$ cat src/rtl/sbsf_regs.svh
`ifndef SBSF_REGS_SVH
`define SBSF_REGS_SVH

// ****************************************************************
// Register offsets
// ****************************************************************
`define SBSF_CTRL_OFF 8'h00
`define SBSF_STATUS_OFF 8'h04
`define SBSF_THR_OFF 8'h08
`define SBSF_RHR_OFF 8'h0C
`define SBSF_INT_STAT_OFF 8'h10
`define SBSF_INT_MASK_OFF 8'h14

// ****************************************************************
// Field positions
// ****************************************************************
`define SBSF_CTRL_TXEN_BIT 0
`define SBSF_CTRL_RE_BIT 1
`define SBSF_STATUS_TXE_BIT 7
`define SBSF_STATUS_RXF_BIT 6
`define SBSF_INT_TX_BIT 0
`define SBSF_INT_RX_BIT 1

// ****************************************************************
// Reset values
// ****************************************************************
`define SBSF_CTRL_RST 2'h0
`define SBSF_RHR_RST 8'h00
`define SBSF_THR_RST 8'h00
`define SBSF_INT_RST 2'h0

// ****************************************************************
// Timing
// ****************************************************************
`define SBSF_CLK_NS 10
`define SBSF_BIT_NS 1000
`define SBSF_BIT_CYCLES (`SBSF_BIT_NS / `SBSF_CLK_NS)
`define SBSF_HALF_CYCLES (`SBSF_BIT_CYCLES / 2)

`endif

$ cat src/rtl/sbsf_pkg.sv
package sbsf_pkg;

    typedef enum logic [0:0] {
        SBSF_TX_IDLE,
        SBSF_TX_SHIFT
    } sbsf_tx_state_type;

    typedef enum logic [1:0] {
        SBSF_RX_IDLE,
        SBSF_RX_START,
        SBSF_RX_DATA,
        SBSF_RX_STOP
    } sbsf_rx_state_type;

    typedef struct packed {
        logic tx_empty;
        logic rx_full;
    } sbsf_flags_type;

endpackage : sbsf_pkg

$ cat src/rtl/sbsf_line_sync.sv
`timescale 1ns/1ps

module sbsf_line_sync (
    input wire logic pclk,
    input wire logic presetn,
    input wire logic line_in,
    output logic line_out
);

    logic s1_reg;
    logic s2_reg;
    logic s3_reg;
    logic out_reg;
    logic out_next;

    // Level changes only once the two later stages agree
    always_comb begin
        out_next = (s2_reg == s3_reg) ? s2_reg : out_reg;
    end

    always_ff @(posedge pclk or negedge presetn) begin
        if (!presetn) begin
            s1_reg <= 1'b1;
            s2_reg <= 1'b1;
            s3_reg <= 1'b1;
            out_reg <= 1'b1;
        end else begin
            s1_reg <= line_in;
            s2_reg <= s1_reg;
            s3_reg <= s2_reg;
            out_reg <= out_next;
        end
    end

    assign line_out = out_reg;

endmodule : sbsf_line_sync

$ cat src/rtl/sbsf_serial_flags.sv
`timescale 1ns/1ps
`include "sbsf_regs.svh"

// How it works
// - Empty flag at zero means holding register data still awaits the shifter.
// - Software clears empty flag by writing zero only after reading it as one.
// - Writing the transmit holding register clears the empty flag.
// - Empty flag is forced to one while transmit enable is zero.
// - Empty flag sets when holding data moves into the shift register, unless the holding register is written in that same cycle.
// - Flag writes can only clear; writing one is ignored.

module sbsf_serial_flags
    import sbsf_pkg::*;
(
    input wire logic pclk,
    input wire logic presetn,
    input wire logic psel,
    input wire logic penable,
    input wire logic pwrite,
    input wire logic [7:0] paddr,
    input wire logic [31:0] pwdata,
    output logic [31:0] prdata,
    output logic pready,
    output logic pslverr,
    input wire logic rxd,
    output logic txd,
    output logic irq
);

    // ****************************************************************
    // Declarations
    // ****************************************************************
    logic [1:0] ctrl_reg, ctrl_next;
    sbsf_flags_type flags_reg, flags_next;
    sbsf_flags_type arm_reg, arm_next;
    logic [7:0] thr_reg, thr_next;
    logic [7:0] rhr_reg, rhr_next;
    logic [1:0] int_stat_reg, int_stat_next;
    logic [1:0] int_mask_reg, int_mask_next;
    logic irq_reg, irq_next;
    logic pready_reg, pready_next;
    logic pslverr_reg, pslverr_next;
    logic [31:0] prdata_reg, prdata_next;

    sbsf_tx_state_type tx_state_reg, tx_state_next;
    logic [8:0] tx_shift_reg, tx_shift_next;
    logic [3:0] tx_bit_reg, tx_bit_next;
    logic [7:0] tx_cnt_reg, tx_cnt_next;
    logic txd_reg, txd_next;

    sbsf_rx_state_type rx_state_reg, rx_state_next;
    logic [7:0] rx_shift_reg, rx_shift_next;
    logic [3:0] rx_bit_reg, rx_bit_next;
    logic [7:0] rx_cnt_reg, rx_cnt_next;

    logic rxd_f;
    logic setup;
    logic acc;
    logic wr;
    logic rd;
    logic mapped;
    logic tx_en;
    logic re;
    logic tx_load;
    logic rx_done;
    logic [1:0] events;

    localparam logic [7:0] BIT_CYC = 8'(`SBSF_BIT_CYCLES - 1);
    localparam logic [7:0] HALF_CYC = 8'(`SBSF_HALF_CYCLES - 1);

    // ****************************************************************
    // Receive line synchroniser
    // ****************************************************************
    sbsf_line_sync u_sync (
        .pclk(pclk),
        .presetn(presetn),
        .line_in(rxd),
        .line_out(rxd_f)
    );

    // ****************************************************************
    // Bus decode
    // ****************************************************************
    always_comb begin
        setup = psel && !penable;
        acc = psel && penable && pready_reg;
        wr = acc && pwrite;
        rd = acc && !pwrite;
        tx_en = ctrl_reg[`SBSF_CTRL_TXEN_BIT];
        re = ctrl_reg[`SBSF_CTRL_RE_BIT];
        mapped = (paddr == `SBSF_CTRL_OFF) || (paddr == `SBSF_STATUS_OFF)
              || (paddr == `SBSF_THR_OFF) || (paddr == `SBSF_RHR_OFF)
              || (paddr == `SBSF_INT_STAT_OFF) || (paddr == `SBSF_INT_MASK_OFF);
    end

    // Answer is prepared in setup so the access phase completes at once
    always_comb begin
        pready_next = setup;
        pslverr_next = setup ? !mapped : 1'b0;
        prdata_next = prdata_reg;
        if (setup) begin
            prdata_next = 32'h0;
            unique case (paddr)
                `SBSF_CTRL_OFF: begin
                    prdata_next[1:0] = ctrl_reg;
                end
                `SBSF_STATUS_OFF: begin
                    prdata_next[`SBSF_STATUS_TXE_BIT] = flags_reg.tx_empty || !tx_en;
                    prdata_next[`SBSF_STATUS_RXF_BIT] = flags_reg.rx_full;
                end
                `SBSF_RHR_OFF: begin
                    prdata_next[7:0] = rhr_reg;
                end
                `SBSF_INT_STAT_OFF: begin
                    prdata_next[1:0] = int_stat_reg;
                end
                `SBSF_INT_MASK_OFF: begin
                    prdata_next[1:0] = int_mask_reg;
                end
                default: begin
                    prdata_next = 32'h0;
                end
            endcase
        end
    end

    // ****************************************************************
    // Transmitter
    // ****************************************************************
    // pending data
    assign tx_load = tx_en && !flags_reg.tx_empty && (tx_state_reg == SBSF_TX_IDLE);

    always_comb begin
        tx_state_next = tx_state_reg;
        tx_shift_next = tx_shift_reg;
        tx_bit_next = tx_bit_reg;
        tx_cnt_next = tx_cnt_reg;
        txd_next = txd_reg;
        unique case (tx_state_reg)
            SBSF_TX_IDLE: begin
                txd_next = 1'b1;
                if (tx_load) begin
                    tx_shift_next = {1'b1, thr_reg};
                    tx_bit_next = 4'h0;
                    tx_cnt_next = BIT_CYC;
                    txd_next = 1'b0;
                    tx_state_next = SBSF_TX_SHIFT;
                end
            end
            SBSF_TX_SHIFT: begin
                if (tx_cnt_reg != 8'h00) begin
                    tx_cnt_next = tx_cnt_reg - 8'h01;
                end else if (tx_bit_reg == 4'h9) begin
                    txd_next = 1'b1;
                    tx_state_next = SBSF_TX_IDLE;
                end else begin
                    txd_next = tx_shift_reg[0];
                    tx_shift_next = {1'b1, tx_shift_reg[8:1]};
                    tx_bit_next = tx_bit_reg + 4'h1;
                    tx_cnt_next = BIT_CYC;
                end
            end
        endcase
    end

    // ****************************************************************
    // Receiver
    // ****************************************************************
    always_comb begin
        rx_state_next = rx_state_reg;
        rx_shift_next = rx_shift_reg;
        rx_bit_next = rx_bit_reg;
        rx_cnt_next = rx_cnt_reg;
        rx_done = 1'b0;
        unique case (rx_state_reg)
            SBSF_RX_IDLE: begin
                if (re && !rxd_f) begin
                    rx_cnt_next = HALF_CYC;
                    rx_state_next = SBSF_RX_START;
                end
            end
            SBSF_RX_START: begin
                if (rx_cnt_reg != 8'h00) begin
                    rx_cnt_next = rx_cnt_reg - 8'h01;
                end else if (rxd_f) begin
                    rx_state_next = SBSF_RX_IDLE;
                end else begin
                    rx_cnt_next = BIT_CYC;
                    rx_bit_next = 4'h0;
                    rx_state_next = SBSF_RX_DATA;
                end
            end
            SBSF_RX_DATA: begin
                if (rx_cnt_reg != 8'h00) begin
                    rx_cnt_next = rx_cnt_reg - 8'h01;
                end else begin
                    rx_shift_next = {rxd_f, rx_shift_reg[7:1]};
                    rx_cnt_next = BIT_CYC;
                    rx_bit_next = rx_bit_reg + 4'h1;
                    if (rx_bit_reg == 4'h7) begin
                        rx_state_next = SBSF_RX_STOP;
                    end
                end
            end
            SBSF_RX_STOP: begin
                if (rx_cnt_reg != 8'h00) begin
                    rx_cnt_next = rx_cnt_reg - 8'h01;
                end else begin
                    // normal end only with valid stop and free buffer
                    rx_done = rxd_f && !flags_reg.rx_full;
                    rx_state_next = SBSF_RX_IDLE;
                end
            end
        endcase
    end

    // ****************************************************************
    // Registers and flags
    // ****************************************************************
    assign events = {rx_done, tx_load};

    always_comb begin
        ctrl_next = ctrl_reg;
        thr_next = thr_reg;
        rhr_next = rhr_reg;
        flags_next = flags_reg;
        arm_next = arm_reg;
        int_mask_next = int_mask_reg;
        int_stat_next = int_stat_reg;
        if (wr && paddr == `SBSF_CTRL_OFF) begin
            ctrl_next = pwdata[1:0];
        end
        if (wr && paddr == `SBSF_INT_MASK_OFF) begin
            int_mask_next = pwdata[1:0];
        end
        if (wr && paddr == `SBSF_INT_STAT_OFF) begin
            int_stat_next = int_stat_reg & ~pwdata[1:0];
        end
        // Events win over a same-cycle clear
        int_stat_next = int_stat_next | events;
        // arm on a read that returned one
        if (rd && paddr == `SBSF_STATUS_OFF) begin
            arm_next.tx_empty = arm_reg.tx_empty | prdata_reg[`SBSF_STATUS_TXE_BIT];
            arm_next.rx_full = arm_reg.rx_full | prdata_reg[`SBSF_STATUS_RXF_BIT];
        end
        if (wr && paddr == `SBSF_STATUS_OFF) begin
            arm_next = '0;
            if (arm_reg.tx_empty && !pwdata[`SBSF_STATUS_TXE_BIT]) begin
                flags_next.tx_empty = 1'b0;
            end
            if (arm_reg.rx_full && !pwdata[`SBSF_STATUS_RXF_BIT]) begin
                flags_next.rx_full = 1'b0;
            end
        end
        if (rd && paddr == `SBSF_RHR_OFF) begin
            flags_next.rx_full = 1'b0;
        end
        // handoff to shifter sets empty flag
        if (tx_load) begin
            flags_next.tx_empty = 1'b1;
        end
        if (wr && paddr == `SBSF_THR_OFF) begin
            thr_next = pwdata[7:0];
            flags_next.tx_empty = 1'b0;
        end
        if (!tx_en) begin
            flags_next.tx_empty = 1'b1;
        end
        if (rx_done) begin
            rhr_next = rx_shift_reg;
            flags_next.rx_full = 1'b1;
        end
        irq_next = |(int_stat_reg & int_mask_reg);
    end

    // ****************************************************************
    // State registers
    // ****************************************************************
    always_ff @(posedge pclk or negedge presetn) begin
        if (!presetn) begin
            ctrl_reg <= `SBSF_CTRL_RST;
            flags_reg <= '{tx_empty: 1'b1, rx_full: 1'b0};
            arm_reg <= '0;
            thr_reg <= `SBSF_THR_RST;
            rhr_reg <= `SBSF_RHR_RST;
            int_stat_reg <= `SBSF_INT_RST;
            int_mask_reg <= `SBSF_INT_RST;
            irq_reg <= 1'b0;
            pready_reg <= 1'b0;
            pslverr_reg <= 1'b0;
            prdata_reg <= 32'h0;
            tx_state_reg <= SBSF_TX_IDLE;
            tx_shift_reg <= 9'h1FF;
            tx_bit_reg <= 4'h0;
            tx_cnt_reg <= 8'h00;
            txd_reg <= 1'b1;
            rx_state_reg <= SBSF_RX_IDLE;
            rx_shift_reg <= 8'h00;
            rx_bit_reg <= 4'h0;
            rx_cnt_reg <= 8'h00;
        end else begin
            ctrl_reg <= ctrl_next;
            flags_reg <= flags_next;
            arm_reg <= arm_next;
            thr_reg <= thr_next;
            rhr_reg <= rhr_next;
            int_stat_reg <= int_stat_next;
            int_mask_reg <= int_mask_next;
            irq_reg <= irq_next;
            pready_reg <= pready_next;
            pslverr_reg <= pslverr_next;
            prdata_reg <= prdata_next;
            tx_state_reg <= tx_state_next;
            tx_shift_reg <= tx_shift_next;
            tx_bit_reg <= tx_bit_next;
            tx_cnt_reg <= tx_cnt_next;
            txd_reg <= txd_next;
            rx_state_reg <= rx_state_next;
            rx_shift_reg <= rx_shift_next;
            rx_bit_reg <= rx_bit_next;
            rx_cnt_reg <= rx_cnt_next;
        end
    end

    assign prdata = prdata_reg;
    assign pready = pready_reg;
    assign pslverr = pslverr_reg;
    assign txd = txd_reg;
    assign irq = irq_reg;

endmodule : sbsf_serial_flags

$ cat config.mk
export PLATFORM = sky130hd
export DESIGN_NAME = sbsf_serial_flags
export DESIGN_NICKNAME = d
export VERILOG_FILES = /design/src/rtl/sbsf_pkg.sv /design/src/rtl/sbsf_line_sync.sv /design/src/rtl/sbsf_serial_flags.sv
export VERILOG_INCLUDE_DIRS = /design/src /design/src/rtl
export SDC_FILE = /design/constraint.sdc
export NUM_CORES = 1
export LEC_CHECK = 0
export BUFFER_PORTS_ARGS = -buffer_cell sky130_fd_sc_hd__buf_4
export CAP_MARGIN = 20
export CORE_MARGIN = 1.5
export CORE_UTILIZATION = 45
export CTS_CLUSTER_SIZE = 24
export DETAILED_ROUTE_END_ITERATION = 12
export GPL_TIMING_DRIVEN = 1
export PLACE_DENSITY = 0.75
export SLEW_MARGIN = 20
export SYNTH_ARGS = -nofsm -noshare
export SYNTH_HDL_FRONTEND = slang
export SYNTH_SLANG_ARGS = --single-unit
$ cat constraint.sdc
create_clock -name pclk -period 2.35 [get_ports pclk]
set_input_delay 0.1175 -clock pclk [delete_from_list [all_inputs] [get_ports pclk]]
set_output_delay 0.1175 -clock pclk [all_outputs]
set_load 0.05 [all_outputs]
# [After elaboration in Yosys (flattened, before gate mapping)]
# Index checks and enable logic that the tools add are counted.
[word_totals] regBits=86 latchBits=0 ramBits=0 romBits=0 inputBits=46 out_inout_bits=36 wordCells=167 n_memories=0
[classes] n_addsub=4 mul=0 div=0 magnitude_cmp=0 eq_ne=25 shifts=0 muxes=54 n_bitwise=8 reduce_logical=50
[ops] cell="8-bit two-way mux" count=8
[ops] cell="8-bit case mux with 4 select lines" count=1
[ops] cell="4-bit two-way mux" count=7
[ops] cell="9-bit two-way mux" count=3
[ops] cell="2-bit two-way mux" count=10
[ops] cell="2-bit inequality test, second input constant" count=10
[ops] cell="1-bit logical AND" count=18
[ops] cell="9-bit case mux with 2 select lines" count=1
[ops] cell="8-bit by 4-bit equality test with 1-bit output, second input constant" count=2
[ops] cell="8-bit by 5-bit equality test with 1-bit output, second input constant" count=2
[ops] cell="1-bit two-way mux" count=16
[ops] cell="2-bit case mux with 4 select lines" count=2
[ops] cell="4-bit case mux with 2 select lines" count=2
[ops] cell="8-bit case mux with 2 select lines" count=1
[ops] cell="8-bit nonzero test" count=2
[ops] cell="8-bit by 1-bit subtractor with 8-bit output, second input constant" count=2
[ops] cell="1-bit logical NOT" count=9
[ops] cell="4-bit by 1-bit adder with 4-bit output, second input constant" count=2
[ops] cell="8-bit by 3-bit equality test with 1-bit output, second input constant" count=1
[ops] cell="8-bit logical NOT" count=1
[ops] cell="4-bit by 1-bit inequality test with 1-bit output, second input constant" count=2
[ops] cell="2-bit AND reduction" count=4
[ops] cell="1-bit logical OR" count=6
[ops] cell="3-bit inequality test, second input constant" count=2
[ops] cell="other kinds (19)" count=27

# [Depth between registers and ports, before layout]
[depth] depth_word=8 ltp_mapped=7 depth_no_buf=6

# [Cells and area by module]
# Synthesis repeated with hierarchy kept, for this count alone.
[hier_totals] hier_cells=416 area_unflattened_um2=4424.2
[modules_own_cells] mod="sbsf_serial_flags" instances=1 cells_per_inst=411 area_each_um2=4307.9 seq_area_each_um2=2039.5
[modules_own_cells] mod="sbsf_line_sync" instances=1 cells_per_inst=5 area_each_um2=116.4 seq_area_each_um2=105.1

# [Least setup slack after synthesis]
# No wires, ideal clock.
[synth_path] path_type="reg-to-reg" startpoint="register tx_cnt_reg[0]" endpoint="register tx_cnt_reg[3]" t_arrival_ps=1867 t_required_ps=2220 path_slack_ps=353 stages_incl_launch_ff=8 period_less_slack_ps=1997 path_cell_list="dfrtp_1 inv_1 ha_1 or3b_2 clkbuf_1 o31ai_1 or4_1 a21oi_1"
[synth_via] elab_chain_len=3 elab_cells_between_ends=6 cone_classes="add/sub (1); eq/ne (1); mux (2); reduce/logical (2)"
[synth_rtl] item="start: declaration" line_no="sbsf_serial_flags.sv:48" rtl="logic [7:0] tx_cnt_reg, tx_cnt_next;"
[synth_rtl] item="start signal: assignment" line_no="sbsf_serial_flags.sv:316" rtl="tx_cnt_reg <= tx_cnt_next;"
[synth_rtl] item="8-bit by 1-bit subtractor with 8-bit output / 8-bit nonzero test (equally long branches)" line_no="sbsf_serial_flags.sv:152, sbsf_serial_flags.sv:151"
[synth_rtl] item="8-bit two-way mux / 3-bit inequality test (equally long branches)"
[synth_rtl] item="8-bit case mux with 2 select lines / 2-bit AND reduction (equally long branches)"
# Several ways; a longest one is shown, not always the timed one.
# A chain may end at the register's enable or synchronous reset.

# [Worst setup path in the final report]
[layout_path] startpoint="register rx_cnt_reg[5]" endpoint="register rx_shift_reg[4]"
[layout_via] elab_chain_len=3
[layout_rtl] item="start: declaration" line_no="sbsf_serial_flags.sv:54" rtl="logic [7:0] rx_cnt_reg, rx_cnt_next;"
[layout_rtl] item="start signal: assignment" line_no="sbsf_serial_flags.sv:321" rtl="rx_cnt_reg <= rx_cnt_next;"
[layout_rtl] item="8-bit nonzero test" line_no="sbsf_serial_flags.sv:194" rtl="if (rx_cnt_reg != 8'h00) begin"
[layout_rtl] item="1-bit inverter (no line)"
[layout_rtl] item="2-bit AND reduction (no line)"
[layout_rtl] item="end signal: assignment" line_no="sbsf_serial_flags.sv:319" rtl="rx_shift_reg <= rx_shift_next;"
[layout_rtl] item="end: declaration" line_no="sbsf_serial_flags.sv:52" rtl="logic [7:0] rx_shift_reg, rx_shift_next;"
# No other way between the ends.

==> out/metrics.csv <==
stage;metric;value;unit
run_status;run_status;complete, no violations;
global_routing;grt_antenna_before_repair;0;
placed_design;place.gp.congestion;0.872;
floorplanning;fp-row-count;35;
final_layout;drive_gt1_frac;0.225;
setup_path;rrSetupSlack;0.19;ns
setup_path;worst_ep_arrival_time;2.40;ns
synth;sequential_element_share_of_the_synthesized_area;0.489;
synth;syn-instance-count;410;
pwr;leakagePower;2.36;nW
timing;finalClockSkew;0.00760;ns
setup_path;sort_of_element_at_the_end_of_the_critical_path;register;
floorplanning;die_area;10400;um2
setup_path;timing_worst_setup_path_type;register to register;
timing;final-hold-violation-count;0;
timing;highest_clock_rate;0.464;GHz
route;dr.pass1.iters;4;
timing;fin_crit_sh;0.917;
final_layout;antenna_cells_inserted;0;
synth;synth_adder_area_share;0.0336;
setup_path;crit_path_max_fanout;8;
synth;synth_top_flop_cell;sky130_fd_sc_hd__dfrtp_1;
clock_tree;clock_tree.buffer_depth;2;
timing;grt_setup_unrepaired;no;
synth;synth_xor_xnor_area_share;0.00399;
setup_path;cp_endpoint;rx_shift_reg[4];
clock_tree;tritoncts.num_buffers;9;
synth;synth-compound-area-share;0.133;
timing;max_slew_margin;0.547;
final_layout;synthToLayoutAreaGrowth;15.3;%
placed_design;place_inst;571;
min_path;hold_path.class;input pin to register;
clock_tree;worst_path_clk_slew;0.08;ns
floorplanning;die_h;102;um
timing;count_of_final_max_slew_check_failures;0;
setup_path;critical_path_startpoint;rx_cnt_reg[5];
synth;synthesis.area;4390;um2
synth;yosysTopAreaCell;sky130_fd_sc_hd__dfrtp_1;
clock_tree;count_of_h_tree_levels_built_during_cts;3;
global_routing;global_routing_usage_summed_across_all_routing_layers;0.188;
route;drt-vias-per-instance;5.47;
placed_design;port_buffers;33;
final_layout;layout.nets;519;
final_layout;final_cells;596;
synth;synthesis.area_per_instance;10.7;um2
timing;tightest_slew;0.670;ns
pwr;power_density;783;nW/um2
timing;whs;0.0207;ns
synth;number_of_storage_elements_in_the_synthesis_netlist;85;
timing;totalNegativeSetupSlack;0;ns
global_routing;grt_start_max_net_pins;48;
route;route.detailed.drc;0;
route;final_wl;9.15;mm
timing;final-setup-viol-count;0;
clock_tree;cts_tree;done;
synth;yosys-mux-area-fraction;0.108;
floorplanning;die_x;102;um
clock_tree;cts_sinks;85;
global_routing;globalRoute.totalOverflow;0;
clock_tree;clock_tree.root_cell;sky130_fd_sc_hd__clkbuf_8;
final_layout;finish.utilization;0.542;
route;via_count;3258;
setup_path;cp-start-kind;register;
synth;post_synth_and_or_nand_nor_area_fraction;0.161;
route;drt_iter0_drc;128;
synth;async_reset_ff_frac;1.00;
route;ant_nets;0;
setup_path;reg2regPathDepth;4;
synth;yosys_warnings;0;
setup_path;worst_r2r_endpoint;rx_shift_reg[4];
placed_design;dp_hpwl;6.44;mm
setup_path;cp.required;2.60;ns
synth;synth-edff-count;0;
route;wl_per_cell;15.4;um
synth;synth.cells.most_frequent;sky130_fd_sc_hd__dfrtp_1, sky130_fd_sc_hd__nand2_1, sky130_fd_sc_hd__o21ai_0;
synth;main_combinational_cell_family_by_area_after_synthesis;simple AND/OR/NAND/NOR gates;
pwr;vdd.ir_drop.worst;0.440;mV
setup_path;timing.rr.start;rx_cnt_reg[5];
synth;post-synth-top-count-cell;sky130_fd_sc_hd__dfrtp_1;
clock_tree;clk_latency;0.36;ns
floorplanning;initial_utilization;0.470;
global_routing;global_route_wire_length_before_repair;15.0;mm
timing;final.min_clock_period;2.16;ns
run;cap_violations;0;
synth;synth_top_cells_by_area;sky130_fd_sc_hd__dfrtp_1, sky130_fd_sc_hd__dfstp_2, sky130_fd_sc_hd__buf_4;
synth;yosys.area.top_type_share;0.405;
floorplanning;num_io_pins;82;
floorplanning;design.core.area;9330;um2
synth;ys_types;63;
global_routing;first_global_vias;3148;
[worst min path at each step]
stage	from	end	slack [ns]	depth (start not counted)
floorplan	presetn	asynchronous set/reset pin	-0.18	0
global placement	presetn	tx_cnt_reg[3]	0.13	1
detailed placement	presetn	tx_cnt_reg[7]	0.13	1
CTS	pwdata[0]	thr_reg[0]	0.008	2
global route	pwdata[0]	thr_reg[0]	0.01	2
finish	pwdata[1]	ctrl_reg[1]	0.02	2
[kinds of logic (layout without fill, tap and decap cells)]
kind of cell / count (synthesis) / in the layout
AND/OR/NAND/NOR: 124 / 124
AO/OA/AOI/OAI: 90 / 90
flip-flops: 85 / 85
buffers and inverters: 55 / 89
multiplexers: 41 / 41
adder cells (fa/ha/maj): 12 / 12
XOR/XNOR: 2 / 2
other: 1 / 24
[cells in the final DEF (no fill, tap or decap), types with 3 or more instances in the layout]
master and instances:
sky130_fd_sc_hd__inv_1 19, sky130_fd_sc_hd__dfrtp_1 71, sky130_fd_sc_hd__nor2b_1 3, sky130_fd_sc_hd__nand3_1 10, sky130_fd_sc_hd__or3_1 3, sky130_fd_sc_hd__o21ai_0 27, sky130_fd_sc_hd__dlygate4sd3_1 9, sky130_fd_sc_hd__nand2_1 40
sky130_fd_sc_hd__nand2b_1 5, sky130_fd_sc_hd__and3_1 4, sky130_fd_sc_hd__nand4_1 4, sky130_fd_sc_hd__o21ai_1 3, sky130_fd_sc_hd__nor3b_1 5, sky130_fd_sc_hd__nor2_1 19, sky130_fd_sc_hd__mux2i_1 13, sky130_fd_sc_hd__conb_1 24
sky130_fd_sc_hd__dfstp_2 14, sky130_fd_sc_hd__clkbuf_8 10, sky130_fd_sc_hd__nor4_2 4, sky130_fd_sc_hd__a21oi_1 17, sky130_fd_sc_hd__a221oi_1 4, sky130_fd_sc_hd__mux2_1 9, sky130_fd_sc_hd__a31oi_1 10, sky130_fd_sc_hd__mux2_4 8
sky130_fd_sc_hd__or4_1 4, sky130_fd_sc_hd__buf_4 44, sky130_fd_sc_hd__o41ai_1 5, sky130_fd_sc_hd__mux2_2 11, sky130_fd_sc_hd__ha_1 11, sky130_fd_sc_hd__nor3_1 8
[critical path, stage by stage, from the launching register on]
cell and delay (ns):
sky130_fd_sc_hd__dfrtp_1 0.43, sky130_fd_sc_hd__or4_1 0.62, sky130_fd_sc_hd__nor3_4 0.35, sky130_fd_sc_hd__nand2_1 0.29, sky130_fd_sc_hd__mux2_2 0.35
[power by group]
group	switching, W	internal, W	leakage [nW]
clock network	0.000533	0.000632	0.114
logic	0.000692	0.000402	1.14
registers	0.000132	0.00157	1.10
[per-stage QoR]
step | area (um2) | worst slack, ns | power, W
2_1_floorplan | 4470 | 0.353 | 0.00252
3_3_place_gp | 4750 | 0.232 | 0.00274
3_5_place_dp | 4750 | 0.211 | 0.00279
4_1_cts | 5060 | 0.181 | 0.00398
5_1_grt | 5060 | 0.101 | 0.00419
6_report | 5060 | 0.194 | 0.00396
[final cells by class]
class / count / area, um2
Fill cell: 816 / 4270
Sequential cell: 85 / 2140
Multi-Input combinational cell: 293 / 2020
Timing Repair Buffer: 54 / 440
Tap cell: 129 / 161
Clock buffer: 11 / 141
Clock inverter: 5 / 82.6
Inverter: 19 / 71.3
[layer usage]
metal | vias to the layer above | wire length, um | track usage
li1 | 1542 | - | -
met1 | 1614 | 3990 | 0.238
met2 | 90 | 4600 | 0.307
met3 | 12 | 446 | 0.0552
met4 | 0 | 113 | 0.0673
met5 | - | 0 | 0
[what timing repair did]
item / 4_1_cts / 5_1_grt
buffers inserted: 0 / 0
hold buffers: 9 / 0
hold endpoints to repair: 39 / 0
gates resized for setup: 0 / 0
No activity file was read; power rests on OpenSTA's default activity.
